==> src/rtl/lwp_pkg.sv <==
// Shared constants for the write-path timing and masked-write block.
package lwp_pkg;
  localparam int unsigned CLK_PERIOD_NS = 50;
  localparam int unsigned CCD_BL16 = 8;
  localparam int unsigned CCDMW = 4 * CCD_BL16;
  localparam int unsigned PREAMBLE_CK = 2;
  localparam int unsigned WR_TIME_NS = 400;
  localparam int unsigned WR_CYC = (WR_TIME_NS + CLK_PERIOD_NS - 1) / CLK_PERIOD_NS;
  localparam int unsigned WTR_TIME_NS = 200;
  localparam int unsigned WTR_CYC = (WTR_TIME_NS + CLK_PERIOD_NS - 1) / CLK_PERIOD_NS;
  localparam int unsigned BEATS_BL16 = 16;
  localparam int unsigned BEATS_BL32 = 32;
  localparam logic [2:0] CMD_NOP = 3'h0;
  localparam logic [2:0] CMD_WR = 3'h1;
  localparam logic [2:0] CMD_MWR1 = 3'h2;
  localparam logic [2:0] CMD_CAS2 = 3'h3;
  localparam logic [2:0] CMD_RD = 3'h4;
  localparam logic [2:0] CMD_PRE = 3'h5;
  typedef enum logic [1:0] {LWP_IDLE, LWP_WAITCAS, LWP_BURST} lwp_state_t;
endpackage : lwp_pkg

==> src/rtl/lwp_write_path.sv <==
// Device-side write burst capture, masking and recovery timing for one channel.
`timescale 1ns/1ps
//
// Contract
// - Write recovery counts after last strobe edge.
// - Write-to-read counts after last strobe edge.
// - Seamless writes merge postamble and preamble.
// - Gapped writes keep postamble and preamble.
// - One mask signal per lane, data timing.
// - Postamble half cycle, optionally one more.
module lwp_write_path
  import lwp_pkg::*;
#(
  parameter int unsigned LANES = 2,
  parameter int unsigned CNTW = 8
)(
  input wire logic core_clk, // System clock, 20 MHz.
  input wire logic resetn, // Synchronous reset, active low.
  input wire logic [2:0] cmd, // Decoded command, core domain.
  input wire logic bl32, // Burst length 32 selected by mode register.
  input wire logic [7:0] wl, // Write latency in clocks.
  input wire logic strobe, // Write strobe pin, asynchronous.
  input wire logic [8*LANES-1:0] dq, // Write data pins, asynchronous.
  input wire logic [LANES-1:0] dmi, // Mask pins, one per lane, asynchronous.
  output logic [8*LANES-1:0] wrData, // Merged column word of the last beat.
  output logic wrValid, // Pulse when a beat is committed.
  output logic burstDone, // Pulse on the edge after the last beat.
  output logic recoveryBusy, // High while write recovery runs.
  output logic turnBusy, // High while write-to-read turnaround runs.
  output logic mwrBusy // High while masked-write spacing runs.
);

  // All module state lives in one packed struct.
  typedef struct packed {
    lwp_state_t st;
    logic [1:0] strbS; // Strobe synchroniser, bit 0 first stage.
    logic strbLast; // Previous synchronised strobe, for edge finding.
    logic [8*LANES-1:0] dqS1;
    logic [8*LANES-1:0] dqS2;
    logic [LANES-1:0] dmS1;
    logic [LANES-1:0] dmS2;
    logic masked; // Current burst is a masked write.
    logic [5:0] beats; // Beats left in the burst.
    logic [CNTW-1:0] wrCnt;
    logic [CNTW-1:0] wtrCnt;
    logic [CNTW-1:0] mwCnt;
    logic [8*LANES-1:0] col; // Stored column word.
    logic valid;
    logic done;
    // Busy flags are kept as registers so that every output leaves a flip-flop.
    // Each flag is computed from the next counter value.
    // That keeps it in the same cycle as the counter it mirrors.
    logic recBusy; // Write recovery interval running.
    logic wtrBusy; // Write-to-read turnaround running.
    logic mwBusy; // Masked-write spacing running.
  } lwp_regs_t;

  lwp_regs_t r;
  lwp_regs_t next_r;
  logic rise;

  // Rising strobe edge, seen only on the second synchroniser stage.
  assign rise = r.strbS[1] & ~r.strbLast;

  // Next-state logic.
  always_comb
  begin
    next_r = r;
    next_r.strbS = {r.strbS[0], strobe};
    next_r.strbLast = r.strbS[1];
    next_r.dqS1 = dq;
    next_r.dqS2 = r.dqS1;
    next_r.dmS1 = dmi;
    next_r.dmS2 = r.dmS1;
    next_r.valid = 1'b0;
    next_r.done = 1'b0;
    // Counters run down; each reload restarts its interval.
    if (r.wrCnt != '0) next_r.wrCnt = r.wrCnt - 1'b1;
    if (r.wtrCnt != '0) next_r.wtrCnt = r.wtrCnt - 1'b1;
    if (r.mwCnt != '0) next_r.mwCnt = r.mwCnt - 1'b1;
    unique case (r.st)
      LWP_IDLE:
      begin
        if (cmd == CMD_WR || cmd == CMD_MWR1)
        begin
          // The column address cycle follows the first cycle at once.
          next_r.masked = (cmd == CMD_MWR1);
          next_r.st = LWP_WAITCAS;
        end
      end
      LWP_WAITCAS:
      begin
        if (cmd == CMD_CAS2)
        begin
          // Masked writes move sixteen beats even at BL32.
          next_r.beats = (bl32 && !r.masked) ? 6'(BEATS_BL32) : 6'(BEATS_BL16);
          if (r.masked) next_r.mwCnt = CNTW'(CCDMW);
          next_r.st = LWP_BURST;
        end
        else
        begin
          next_r.st = LWP_IDLE;
        end
      end
      LWP_BURST:
      begin
        // Every strobe rise seen in a burst counts as a beat, preamble edges included.
        // Back-to-back bursts simply keep edges flowing; a new command rearms.
        // Postamble edges after the last beat arrive in idle and are ignored.
        // This holds for the short postamble and for the extended one alike.
        if (rise)
        begin
          // Data and mask of one lane share sampling.
          for (int i = 0; i < int'(LANES); i++)
          begin
            if (!(r.masked && r.dmS2[i])) next_r.col[8*i +: 8] = r.dqS2[8*i +: 8];
          end
          next_r.valid = 1'b1;
          next_r.beats = r.beats - 6'h01;
          if (r.beats == 6'h01)
          begin
            // Intervals start on the edge after the last latching edge.
            next_r.done = 1'b1;
            next_r.wrCnt = CNTW'(WR_CYC);
            next_r.wtrCnt = CNTW'(WTR_CYC);
            next_r.st = LWP_IDLE;
          end
        end
      end
      default: next_r.st = LWP_IDLE;
    endcase
    // Flags follow the counters after every reload and every decrement.
    next_r.recBusy = (next_r.wrCnt != '0);
    next_r.wtrBusy = (next_r.wtrCnt != '0);
    next_r.mwBusy = (next_r.mwCnt != '0);
  end

  // State register, synchronous reset.
  always_ff @(posedge core_clk)
  begin
    if (!resetn)
    begin
      r <= '0;
    end
    else
    begin
      r <= next_r;
    end
  end

  assign wrData = r.col;
  assign wrValid = r.valid;
  assign burstDone = r.done;
  // The write latency input is not used here.
  // The controller places the first latching edge, and the block only counts edges.
  assign recoveryBusy = r.recBusy;
  assign turnBusy = r.wtrBusy;
  assign mwrBusy = r.mwBusy;
endmodule : lwp_write_path

==> config.mk <==
export PLATFORM = sky130hd
export DESIGN_NAME = lwp_write_path
export DESIGN_NICKNAME = d
export VERILOG_FILES = /design/src/rtl/lwp_pkg.sv /design/src/rtl/lwp_write_path.sv
export SDC_FILE = /design/constraint.sdc
export NUM_CORES = 1
export LEC_CHECK = 0
export ABC_CLOCK_PERIOD_IN_PS = 1470
export BUFFER_PORTS_ARGS = -buffer_cell sky130_fd_sc_hd__buf_2
export CAP_MARGIN = 5
export CORE_MARGIN = 10
export CORE_UTILIZATION = 32
export CTS_CLUSTER_DIAMETER = 200
export DETAILED_ROUTE_END_ITERATION = 10
export HOLD_SLACK_MARGIN = 0.15
export PLACE_DENSITY = 0.48
export SLEW_MARGIN = 5
export SYNTH_ARGS = -nofsm -noshare
export SYNTH_HDL_FRONTEND = slang
export SYNTH_SLANG_ARGS = --single-unit
==> constraint.sdc <==
create_clock -name core_clk -period 1.47 [get_ports core_clk]
set_clock_uncertainty 0.15 [all_clocks]
set_input_delay 0.294 -clock core_clk [delete_from_list [all_inputs] [get_ports core_clk]]
set_output_delay 0.294 -clock core_clk [all_outputs]
set_load 0.02 [all_outputs]
After elaboration in Yosys (flattened, before gate mapping)
Index checks and enable logic that the tools add are counted.
{"block": "totals", "regBits": 93, "latch_bits": 0, "ramBits": 0, "romBits": 0, "input_bits": 33, "out_inout_bits": 21, "word_cells": 76, "mem_count": 0}
{"block": "op_classes", "add_sub_neg": 4, "multipliers": 0, "n_div": 0, "order_cmp": 0, "eq_ne": 10, "n_shift": 0, "n_mux": 19, "bitwise_logic": 4, "reduce_logical": 20}
{"operator": "8-bit two-way mux", "n": 6}
{"operator": "8-bit nonzero test", "n": 6}
{"operator": "16-bit two-way mux", "n": 2}
{"operator": "8-bit by 1-bit subtractor with 8-bit output, second input constant", "n": 3}
{"operator": "22-bit two-way mux", "n": 1}
{"operator": "3-bit AND reduction", "n": 5}
{"operator": "6-bit two-way mux", "n": 2}
{"operator": "6-bit one-hot mux with 2 select lines", "n": 1}
{"operator": "2-bit two-way mux", "n": 5}
{"operator": "2-bit != test, second input constant", "n": 4}
{"operator": "3-bit by 2-bit == test with 1-bit output, second input constant", "n": 2}
{"operator": "6-bit by 1-bit == test with 1-bit output, second input constant", "n": 1}
{"operator": "2-bit one-hot mux with 3 select lines", "n": 1}
{"operator": "6-bit by 1-bit subtractor with 6-bit output, second input constant", "n": 1}
{"operator": "2-bit AND reduction", "n": 2}
{"operator": "3-bit by 1-bit == test with 1-bit output, second input constant", "n": 1}
{"operator": "1-bit logical AND", "n": 3}
{"operator": "1-bit NOT", "n": 3}
{"operator": "2-bit by 1-bit == test with 1-bit output, second input constant", "n": 1}
{"operator": "2-bit == test, second input constant", "n": 1}
{"operator": "2-bit zero test", "n": 1}
{"operator": "2-bit nonzero test", "n": 1}
{"operator": "1-bit AND", "n": 1}
{"operator": "1-bit zero test", "n": 1}
{"operator": "2 further kinds", "n": 2}

Depth between registers and ports, before layout
Gate-level depths: netlist of run 1.
{"block": "logic_depth", "ltp_word": 6, "mapped_depth": 7, "mapped_depth_nobuf": 7}

Least setup slack after synthesis of run 1
Ideal clock, no wire load.
{"block": "synth_timing", "kind": "register to register", "start": "reg r[29] (netlist bit)", "end": "reg r (netlist bit turnBusy)", "setup_ns": 0.136, "arrival_ns": 1.341, "required_time_ns": 1.184, "setup_slack_ns": -0.157, "stages_incl_launch_ff": 7, "n_path_buf": 0, "synth_period_minus_slack_ns": 1.627, "path_cell_list": "dfxtp_1 > inv_1 > ha_1 > nor4b_2 > nand2_1 > o31ai_1 > a41oi_1"}
{"block": "synth_via", "elab_chain_len": 6, "elab_cells_between_ends": 7, "classes_between": "add/sub: 1; mux: 4; reduce/logical: 2"}
{"item": "start: declaration", "line": "lwp_write_path.sv:58", "text": "lwp_regs_t r;"}
{"item": "start signal: assignment", "line": "lwp_write_path.sv:147", "text": "r <= next_r;"}
{"item": "8-bit by 1-bit subtractor with 8-bit output / 8-bit nonzero test (equally long branches)", "line": "lwp_write_path.sv:79", "text": "if (r.wtrCnt != '0) next_r.wtrCnt = r.wtrCnt - 1'b1;"}
{"item": "8-bit two-way mux *", "line": "lwp_write_path.sv:79"}
{"item": "16-bit two-way mux", "line": "lwp_write_path.sv:120", "text": "if (r.beats == 6'h01)"}
{"item": "22-bit two-way mux", "line": "lwp_write_path.sv:111", "text": "if (rise)"}
{"item": "16-bit two-way mux *", "line": "lwp_write_path.sv:81", "text": "unique case (r.st)"}
{"item": "8-bit nonzero test *", "line": "lwp_write_path.sv:134", "text": "next_r.wtrBusy = (next_r.wtrCnt != '0);"}
Every way passes the cells marked *; elsewhere a longest branch is shown, timed or not. The select of a mux whose other input is x is not followed.
A chain may end at the register's enable or synchronous reset.

Final worst setup path of run 1
{"block": "layout_timing", "start": "reg r[21] (netlist bit)", "end": "reg r (netlist bit mwrBusy)"}
{"block": "layout_via", "elab_chain_len": 6, "elab_cells_between_ends": 7, "classes_between": "add/sub: 1; mux: 4; reduce/logical: 2"}
{"item": "8-bit by 1-bit subtractor with 8-bit output / 8-bit nonzero test (equally long branches)", "line": "lwp_write_path.sv:80", "text": "if (r.mwCnt != '0) next_r.mwCnt = r.mwCnt - 1'b1;"}
{"item": "8-bit two-way mux *", "line": "lwp_write_path.sv:80"}
{"item": "8-bit two-way mux", "line": "lwp_write_path.sv:97", "text": "if (r.masked) next_r.mwCnt = CNTW'(CCDMW);"}
{"item": "8-bit two-way mux", "line": "lwp_write_path.sv:93", "text": "if (cmd == CMD_CAS2)"}
{"item": "8-bit two-way mux *", "line": "lwp_write_path.sv:81"}
{"item": "8-bit nonzero test *", "line": "lwp_write_path.sv:135", "text": "next_r.mwBusy = (next_r.mwCnt != '0);"}
Every way passes the cells marked *; elsewhere a longest branch is shown, timed or not.

==> results of run 1 <==
synthesized netlist by cell type, types with 4 or more instances:
library cell	instances	share of area (%)
mux2i_1	19	5.1
xor2_1	7	1.6
ha_1	8	2.7
nor2_1	59	5.9
clkbuf_1	7	0.70
inv_1	11	1.1
nand3_1	4	0.54
nor3_1	12	1.6
nand2_1	22	2.2
dfxtp_1	93	50
xnor2_1	11	2.6
a211oi_1	4	0.80
nor3b_1	5	1.0
a21oi_1	11	1.5
o21ai_0	4	0.54
buf_4	17	3.4
and2_1	42	7.0
layer usage:
metal / track usage (%) / up-vias / wire [um]
li1: - / 1533 / -
met1: 11.1 / 1349 / 3530
met2: 18.1 / 40 / 4330
met3: 4.63 / 11 / 400
met4: 3.77 / 0 / 142
met5: 0 / - / 0
cells by family after synthesis:
family	share of synthesized area, %
AO/OA/AOI/OAI	7.70
buffers and inverters	5.32
AND/OR/NAND/NOR	25.2
multiplexers	5.09
XOR/XNOR	4.22
flip-flops	49.8
adder cells (fa/ha/maj)	2.68
final timing paths:
path,slack [ns],from,cells after the start,end
worst max-delay path,-0.16,r[21],6,mwrBusy
worst min-delay path,0.15,resetn,2,recoveryBusy
worst max register to register,-0.16,r[21],6,mwrBusy
worst min register to register,0.28,next_r[61],1,r[61]
through the flow:
stage	total power [mW]	util (%)
6_report	10.1	48.8
2_1_floorplan	5.38	-
4_1_cts	9.67	46.8
5_1_grt	10.8	48.8
3_3_place_gp	6.74	40.5
3_5_place_dp	6.78	40.5
state kept, by name, summed over array words and instances, names as in the netlist:
name          count
recoveryBusy      1
next_r           20
wrValid           1
burstDone         1
wrData           16
mwrBusy           1
r                52
turnBusy          1
where the power goes:
group / switching (mW) / internal, mW / total [mW] / leakage [nW]
combinational: 2.07 / 2.55 / 4.62 / 1.58
sequential: 0.325 / 2.90 / 3.23 / 0.771
clock: 1.07 / 1.19 / 2.26 / 0.142
total: 3.46 / 6.65 / 10.1 / 2.50
worst reg2reg max path, delay by kind of cell (launching register included):
kind                   cells  cell delay, ns
buffers and inverters      1            0.14
multiplexers               1            0.29
AO/OA/AOI/OAI              1            0.15
flip-flops                 1            0.34
AND/OR/NAND/NOR            3            0.44
area by class of cell:
cell class | instances | share of cell area (%)
sequential | 93 | 33.9
tap | 143 | 3.21
clock inverter | 7 | 1.14
timing repair buffer | 139 | 18.6
multi-input combinational | 259 | 38.2
inverter | 12 | 0.897
clock buffer | 9 | 4.04
timing repair:
| item | CTS | global route |
|---|---|---|
| pin swaps | 26 | 18 |
| setup buffers | 5 | 4 |
| gates cloned | 0 | 0 |
| gates resized for setup | 44 | 51 |
| hold buffers | 19 | 0 |
| endpoints found under the hold margin | 19 | 0 |
| setup endpoints to repair | 44 | 52 |
==> results.yml, run 1 <==
outcome:
  status: "finished with violations"
  violations: "negative setup slack"
die:
  fp.coreArea_um2: 11400
  start_util_pct: 32.7
  ios: 54
  fp.dieH_um: 128
  die_area_um2: 16400
  rows: 39
  die_x_um: 128
placed_design:
  gp_congestion: 0.806
  dp.cells: 619
  dp_hpwl_um: 5780
  place_area_um2: 4620
  io_buffers: 45
  place_ws_ns: -0.188
timing:
  period_needed_ns: 1.63
  fin_crit_sh_pct: 111
  fmax_mhz: 615
  max_slew_margin_pct: 75.6
  fin_tns_setup_ns: -2.41
  worst_slew_pin_slew_ns: 0.364
  rsz0062_at_grt: "true"
  final-setup-viol-count: 39
  whs_ns: 0.147
  final.setup.worst_slack_ns: -0.157
  slew_viol_final: 0
  hold_viol: 0
synthesis:
  synth_cell_types: 52
  ys_seq_area_share_pct: 49.8
  syn_nets: 429
  syn-cell-area_um2: 3740
  ys.flop_type: "dfxtp_1"
  synth_edf_count: 0
  synthCells: 388
  syn_avg_cell_area_um2: 9.64
  synth_warnings: 0
  synth_seq_cells: 93
  synthArstFlopShare_pct: 0
grt:
  grt_max_degree: 23
  overflow: 0
  antenna_found_initial: 0
  grt_pass1_wl_um: 13900
  grt_usage_pct: 10.5
  grt_pass1_vias: 3068
finish:
  mostFrequentLayoutCells: "dfxtp_1 (76), buf_4 (61), nor2_1 (50), buf_2 (45), and2_1 (42)"
  n_antenna_cell: 0
  final_nets: 555
  drive_above_1_share_pct: 45.7
  fin_area_um2: 5580
  instances_no_fill: 662
  area_growth_pct: 49.2
  seq_area_um2: 1890
  final_common_cell: "dfxtp_1"
  multiInputGateArea_um2: 2130
  num-fill-cells: 1061
clock_tree:
  clockBufferDepth: 2
  cts_tree: "built"
  worst_skew_pair.late_latency_ns: 0.35
  root_buffer: "clkbuf_16"
  clk_pin_slew_ns: 0.07
  cts_max_level: 3
  numCtsBuffers: 9
  cts_sinks: 93
flow_run:
  max-cap-violations: 0
route:
  first_pass_iters: 4
  drt-initial-drc-count: 74
  routed_wl_um: 8400
  drtAntennaViolNets: 0
  routedWlPerCell_um: 12.7
  drc_errors: 0
  num_vias: 2933
  avgViaCountPerCell: 4.43
critical_path:
  worstPathCellList: "buf_4, nor2_4, nand2_2, nor3_2, mux2i_2, a41oi_2"
  path_buf_inv: 1
  cp_max_fo: 4
  worst_ep_required_time_ns: 1.54
  worst_path_largest_cell_delay_ns: 0.34
  worstPathArrival_ns: 1.70
  critical_path_class: "reg -> reg"
  worstSetupEndpointType: "register"
  slowest_stage: "dfxtp_2"
  critPathTopFamily: "simple AND/OR/NAND/NOR gates"
  critical_path.startpoint_type: "register"
power:
  p_per_area_nw_per_um2: 1810
  ir_drop_v: 0.00101
  p_leak_nw: 2.50
min_path:
  hp-class: "in -> reg"
(Power assumes the default switching activity.)
==> inputs of run 2 (changes only) <==
--- a/config.mk
+++ b/config.mk
@@ -8,7 +8,8 @@
 export ABC_CLOCK_PERIOD_IN_PS = 1470
 export BUFFER_PORTS_ARGS = -buffer_cell sky130_fd_sc_hd__buf_2
 export CAP_MARGIN = 5
-export CORE_MARGIN = 10
+export CORE_ASPECT_RATIO = 1.25
+export CORE_MARGIN = 4
 export CORE_UTILIZATION = 32
 export CTS_CLUSTER_DIAMETER = 200
 export DETAILED_ROUTE_END_ITERATION = 10
==> run 2 against run 1 <==
The run still ends with negative setup slack left. Die area shrank 18%. Worst setup slack got worse by 0.018 ns. Utilization increased by 0.88 points. Count of clock-buffer cells in the layout stayed put. Critical endpoint is now r[50]. Largest power group unchanged. Highest routed layer unchanged.
==> results.yml, run 2 (same netlist as run 1, synthesis figures left out) <==
placed_design:
  gp_congestion: 0.763
  dp.cells: 611
  place_ws_ns: -0.254
  dp_hpwl_um: 5750
  io_buffers: 45
route:
  avgViaCountPerCell: 4.52
  num_vias: 2984
  drc_errors: 0
  first_pass_iters: 4
  drtAntennaViolNets: 0
  routedWlPerCell_um: 12.6
  routed_wl_um: 8330
  drt-initial-drc-count: 53
finish:
  final_nets: 562
  area_growth_pct: 49.6
  final_core_util_pct: 49.7
  drive_above_1_share_pct: 45.9
  top_register: "r"
  largest_reg_flops: 52
  final_common_cell: "dfxtp_1"
  mostFrequentLayoutCells: "dfxtp_1 (75), buf_4 (67), nor2_1 (50), buf_2 (45), and2_1 (41)"
  n_antenna_cell: 0
  num-fill-cells: 1032
  instances_no_fill: 660
power:
  clockPowerShare_pct: 22.4
  p_leak_nw: 2.53
  p_sw_mw: 3.39
  p_int_mw: 6.91
  ir_drop_v: 0.00100
  switching_share_pct: 32.9
  p_per_area_nw_per_um2: 1840
  p_comb_share_pct: 46.2
  seqPwrFrac_pct: 31.4
clock_tree:
  worst_skew_pair.late_latency_ns: 0.34
  cts_sinks: 93
  numCtsBuffers: 9
  root_buffer: "clkbuf_16"
  clockBufferDepth: 2
  clk_pin_slew_ns: 0.06
  cts_max_level: 3
  cts_tree: "built"
grt:
  grt_pass1_wl_um: 14200
  grt_max_degree: 23
  grt_usage_pct: 13.1
  overflow: 0
  met1_usage_pct: 15.3
  grt.met2_usage_pct: 23.8
  grt_pass1_vias: 3066
  grt_use_met3_pct: 2.71
  antenna_found_initial: 0
  grt.busiest_layer: "met2"
critical_path:
  worstPathArrival_ns: 1.72
  worst_ep_required_time_ns: 1.55
  worstSetupEndpointType: "register"
  worst_path_largest_cell_delay_ns: 0.33
  worstPathCellList: "nor4bb_4, buf_4, o21ba_4, a31oi_4, a21oi_2, o211a_1"
  critical_path.startpoint_type: "register"
  critical_path_class: "reg -> reg"
  cp_max_fo: 4
  slowest_stage: "dfxtp_2"
timing:
  slew_viol_final: 0
  final.setup.worst_slack_ns: -0.175
  max_slew_margin_pct: 79.3
  hold_viol: 0
  period_needed_ns: 1.64
  fin_crit_sh_pct: 112
  worst_slew_pin_slew_ns: 0.309
  rsz0062_at_grt: "true"
  fmax_mhz: 608
  final-setup-viol-count: 38
outcome:
  status: "finished with violations"
  violations: "negative setup slack"
flow_run:
  max-cap-violations: 0
die:
  start_util_pct: 33.2
  fp.dieH_um: 129
  die_area_um2: 13500
  die_x_um: 105
  rows: 43
  ios: 54
  fp.coreArea_um2: 11200
min_path:
  hp-class: "in -> reg"
-- run 2: cell count changes in the layout (fill, tap and decap cells not counted), sizes merged --
cell    delta
buf        +7
bufinv     +1
inv        -2
-- run 2: layout make-up --
type / instances / area, um^2 / area share (%)
Clock buffer: 9 / 225 / 4.03
Sequential cell: 93 / 1890 / 33.8
Timing Repair Buffer: 146 / 1090 / 19.4
Inverter: 12 / 47.5 / 0.850
Tap cell: 135 / 169 / 3.02
Multi-Input combinational cell: 259 / 2100 / 37.6
Clock inverter: 6 / 68.8 / 1.23
-- run 2: path summary, 6_finish.rpt --
path / from / end / slack [ns] / cells past startpoint
worst max register to register: r[92] / r[50] / -0.17 / 6
worst min-delay path: resetn / r[37] / 0.22 / 4
worst max-delay path: r[92] / r[50] / -0.17 / 6
worst min register to register: next_r[56] / r[56] / 0.28 / 1
-- run 2: power groups by stage --
| stage | Combinational [mW] | Clock [mW] | Sequential, mW |
|---|---|---|---|
| 2_1_floorplan | 2.06 | 0 | 3.32 |
| 3_3_place_gp | 3.57 | 0 | 3.22 |
| 3_5_place_dp | 3.59 | 0 | 3.23 |
| 4_1_cts | 4.43 | 2.39 | 3.22 |
| 5_1_grt | 5.23 | 2.49 | 3.29 |
| 6_report | 4.76 | 2.30 | 3.24 |
-- run 2: per-layer routing --
| layer | part of all wire, % | vias up |
|---|---|---|
| met2 | 52 | 35 |
| li1 | - | 1549 |
| met5 | 0 | - |
| met1 | 44 | 1392 |
| met4 | 1.4 | 0 |
| met3 | 2.4 | 8 |
-- run 2: critical path, delay by kind of cell, from the launching register on --
| kind | cells | cell delay [ns] |
|---|---|---|
| buf+inv | 1 | 0.18 |
| flops | 1 | 0.33 |
| compound gates | 4 | 0.62 |
| simple gates | 1 | 0.26 |
-- run 2: timing repair --
item	4_1_cts	5_1_grt
hold endpoints to repair	19	0
pin swaps	20	21
hold buffers	19	0
gates resized for setup	57	40
setup buffers	10	5
endpoints found under the setup margin	47	49
-- run 2: metrics by stage --
step | setup TNS [ns] | hold slack (ns) | total power [mW] | instance area (um^2)
after global placement | -4.67 | 0.265 | 6.79 | 4600
final | -2.81 | 0.216 | 10.3 | 5590
after global routing | -6.59 | 0.228 | 11.0 | 5590
after CTS | -2.49 | 0.216 | 10.0 | 5420
after floorplan | -0.234 | 0.262 | 5.38 | 3860
after detailed placement | -6.11 | 0.268 | 6.82 | 4600
==> inputs of run 3 (changes only) <==
--- a/config.mk
+++ b/config.mk
@@ -5,6 +5,7 @@
 export SDC_FILE = /design/constraint.sdc
 export NUM_CORES = 1
 export LEC_CHECK = 0
+export ABC_AREA = 1
 export ABC_CLOCK_PERIOD_IN_PS = 1470
 export BUFFER_PORTS_ARGS = -buffer_cell sky130_fd_sc_hd__buf_2
 export CAP_MARGIN = 5
==> run 3 against run 2 <==
The flow still finishes with violations (negative setup slack). Synthesized cell count up 33%. Flip-flop and latch count unchanged. Register-to-register slack improved by 0.14 ns. Sequential share of layout area is 0.49 points higher. Largest cell class is now sequential cells. Largest power group unchanged.
==> results.yml, run 3 <==
critical_path:
  critical_path.startpoint_type: "register"
  ff2ff_setup_slack_ns: -0.03
  r2r-end: "recoveryBusy"
  crit_end: "recoveryBusy"
  worst_ep_required_time_ns: 1.56
  crit_start: "r[37]"
  worstPathArrival_ns: 1.59
  cp_max_fo: 3
  worstRegToRegCells: 9
  critical_path_class: "reg -> reg"
  r2r-start: "r[37]"
  worstSetupEndpointType: "register"
finish:
  mostFrequentLayoutCells: "nand2_1 (102), dfxtp_1 (83), nor2_1 (79), inv_1 (53), buf_4 (52)"
  fin_area_um2: 5460
  largest_reg_flops: 52
  n_antenna_cell: 0
  final_core_util_pct: 46.3
  final_common_cell: "nand2_1"
  top_register: "r"
  drive_above_1_share_pct: 34.8
  num-fill-cells: 1218
  final_nets: 666
  area_growth_pct: 39.9
  instances_no_fill: 791
clock_tree:
  cts_tree: "built"
  clockBufferDepth: 2
  root_buffer: "clkbuf_16"
  clk_pin_slew_ns: 0.07
  worst_skew_pair.late_latency_ns: 0.34
  numCtsBuffers: 9
  cts_max_level: 3
  cts_sinks: 93
timing:
  hold_viol: 0
  final.setup.worst_slack_ns: -0.0328
  fin_tns_setup_ns: -0.0345
  fin_crit_sh_pct: 102
  max_slew_margin_pct: 77.3
  period_needed_ns: 1.50
  rsz0062_at_grt: "true"
  whs_ns: 0.183
  slew_viol_final: 0
  final-setup-viol-count: 2
  fmax_mhz: 665
  worst_slew_pin_slew_ns: 0.340
power:
  clockPowerShare_pct: 21.5
  seqPwrFrac_pct: 30.6
  p_leak_nw: 2.73
  p_sw_mw: 3.87
  p_int_mw: 6.59
  ir_drop_v: 0.000993
  p_comb_share_pct: 47.9
  p_per_area_nw_per_um2: 1910
  power.total_mw: 10.5
  switching_share_pct: 37.0
synthesis:
  synth_compound_area_share_pct: 5.03
  ys.flop_type: "dfxtp_1"
  syn_nets: 556
  syn-cell-area_um2: 3900
  synth_seq_cells: 93
  yosys-top-cells-count: "nand2_1 (118), dfxtp_1 (93), nor2_1 (91)"
  synthCells: 515
  synth_warnings: 0
  yosys.cell_count.top_type: "nand2_1"
  synthArstFlopShare_pct: 0
  synth_top_family_by_area: "simple AND/OR/NAND/NOR gates"
  synth_top_cell_area_share_pct: 47.7
  synth_edf_count: 0
  synth_xor_xnor_area_share_pct: 2.24
  syn_avg_cell_area_um2: 7.58
  muxShareOfSynthArea_pct: 0
  synth_fa_ha_area_share_pct: 2.56
  synth.area.top_cells: "dfxtp_1 (48%), nand2_1 (11%), nor2_1 (8.8%)"
  yosysTopAreaCell: "dfxtp_1"
  synth_cell_types: 34
  ys_seq_area_share_pct: 47.7
  synth_simple_gate_area_share_pct: 31.2
route:
  drtAntennaViolNets: 0
  avgViaCountPerCell: 4.16
  routed_wl_um: 7860
  num_vias: 3290
  drt-initial-drc-count: 111
  routedWlPerCell_um: 9.94
  drc_errors: 0
  first_pass_iters: 6
die:
  start_util_pct: 33.1
  rows: 44
  fp.dieH_um: 131
  fp.coreArea_um2: 11800
  die_x_um: 107
  die_area_um2: 14000
  ios: 54
grt:
  grt_usage_pct: 11.7
  grt_max_degree: 54
  grt_pass1_vias: 3127
  antenna_found_initial: 0
  overflow: 0
  grt_pass1_wl_um: 13500
min_path:
  hp-class: "in -> reg"
outcome:
  status: "finished with violations"
  violations: "negative setup slack"
placed_design:
  gp_congestion: 0.763
  dp.cells: 744
  place_ws_ns: -0.100
  io_buffers: 45
  dp_hpwl_um: 5360
  place_area_um2: 4550
flow_run:
  max-cap-violations: 0
-- run 3: cell types whose count changed in the layout (fill, tap and decap cells not counted), sizes merged, moves of 22 or more --
cell,delta
nand2,+105
inv,+62
nor2,+43
and2,-42
buf,-25
nand3,+22
-- run 3: power groups by stage --
stage | logic [mW] | registers, mW | clock network, mW
global route | 5.59 | 3.25 | 2.45
finish | 5.01 | 3.20 | 2.25
detailed placement | 4.05 | 3.15 | 0
floorplan | 2.58 | 3.16 | 0
CTS | 4.76 | 3.17 | 2.35
global placement | 4.02 | 3.15 | 0
-- run 3: logic make-up (layout without fill, tap and decap cells) --
group | count (synthesis) | in the layout
AO/OA/AOI/OAI | 37 | 37
XOR/XNOR | 10 | 10
adder cells (fa/ha/maj) | 8 | 8
buffers and inverters | 100 | 215
flip-flops | 93 | 93
AND/OR/NAND/NOR | 267 | 267
-- run 3: layout make-up --
cell class              instances  area, um^2  share of cell area (%)
flip-flops and latches         93        1870                    34.3
multi-input cells             322        1870                    34.3
repair buffers                124         901                    16.5
inverters                      75         319                    5.84
clock buffers                  10         239                    4.38
well taps                     161         201                    3.69
clock inverters                 6        53.8                   0.985
-- run 3: critical path, cell delays in order (launching register included) --
cell,delay [ns]
dfxtp_2,0.38
inv_4,0.06
ha_4,0.17
nand2_1,0.07
xor2_1,0.19
nor2_1,0.06
nor2_1,0.12
nand3_1,0.09
nand2_1,0.07
nand2_1,0.04
-- run 3: how the worst min path moves through the flow --
| stage | cells past startpoint | start | to |
|---|---|---|---|
| 2_1_floorplan | 2 | next_r[90] | next_r[88] |
| 3_3_place_gp | 2 | next_r[59] | r[59] |
| 3_5_place_dp | 2 | next_r[61] | r[61] |
| 4_1_cts | 3 | resetn | r[44] |
| 5_1_grt | 3 | resetn | r[44] |
| 6_report | 3 | resetn | r[44] |
-- run 3: repair_timing --
| action | in CTS | in global routing |
|---|---|---|
| endpoints found under the hold margin | 24 | 0 |
| gates resized for setup | 67 | 36 |
| gates cloned | 0 | 0 |
| endpoints found under the setup margin | 9 | 32 |
| setup buffers | 5 | 4 |
| hold buffers | 22 | 0 |
| pin swaps | 22 | 21 |
-- run 3: layer usage --
metal  wire (um)  track usage, %  up-vias
met5           0               0        -
met1        3520            14.2     1473
met3         215            2.11        9
met4         148            5.97        0
li1            -               -     1770
met2        3970            19.6       38
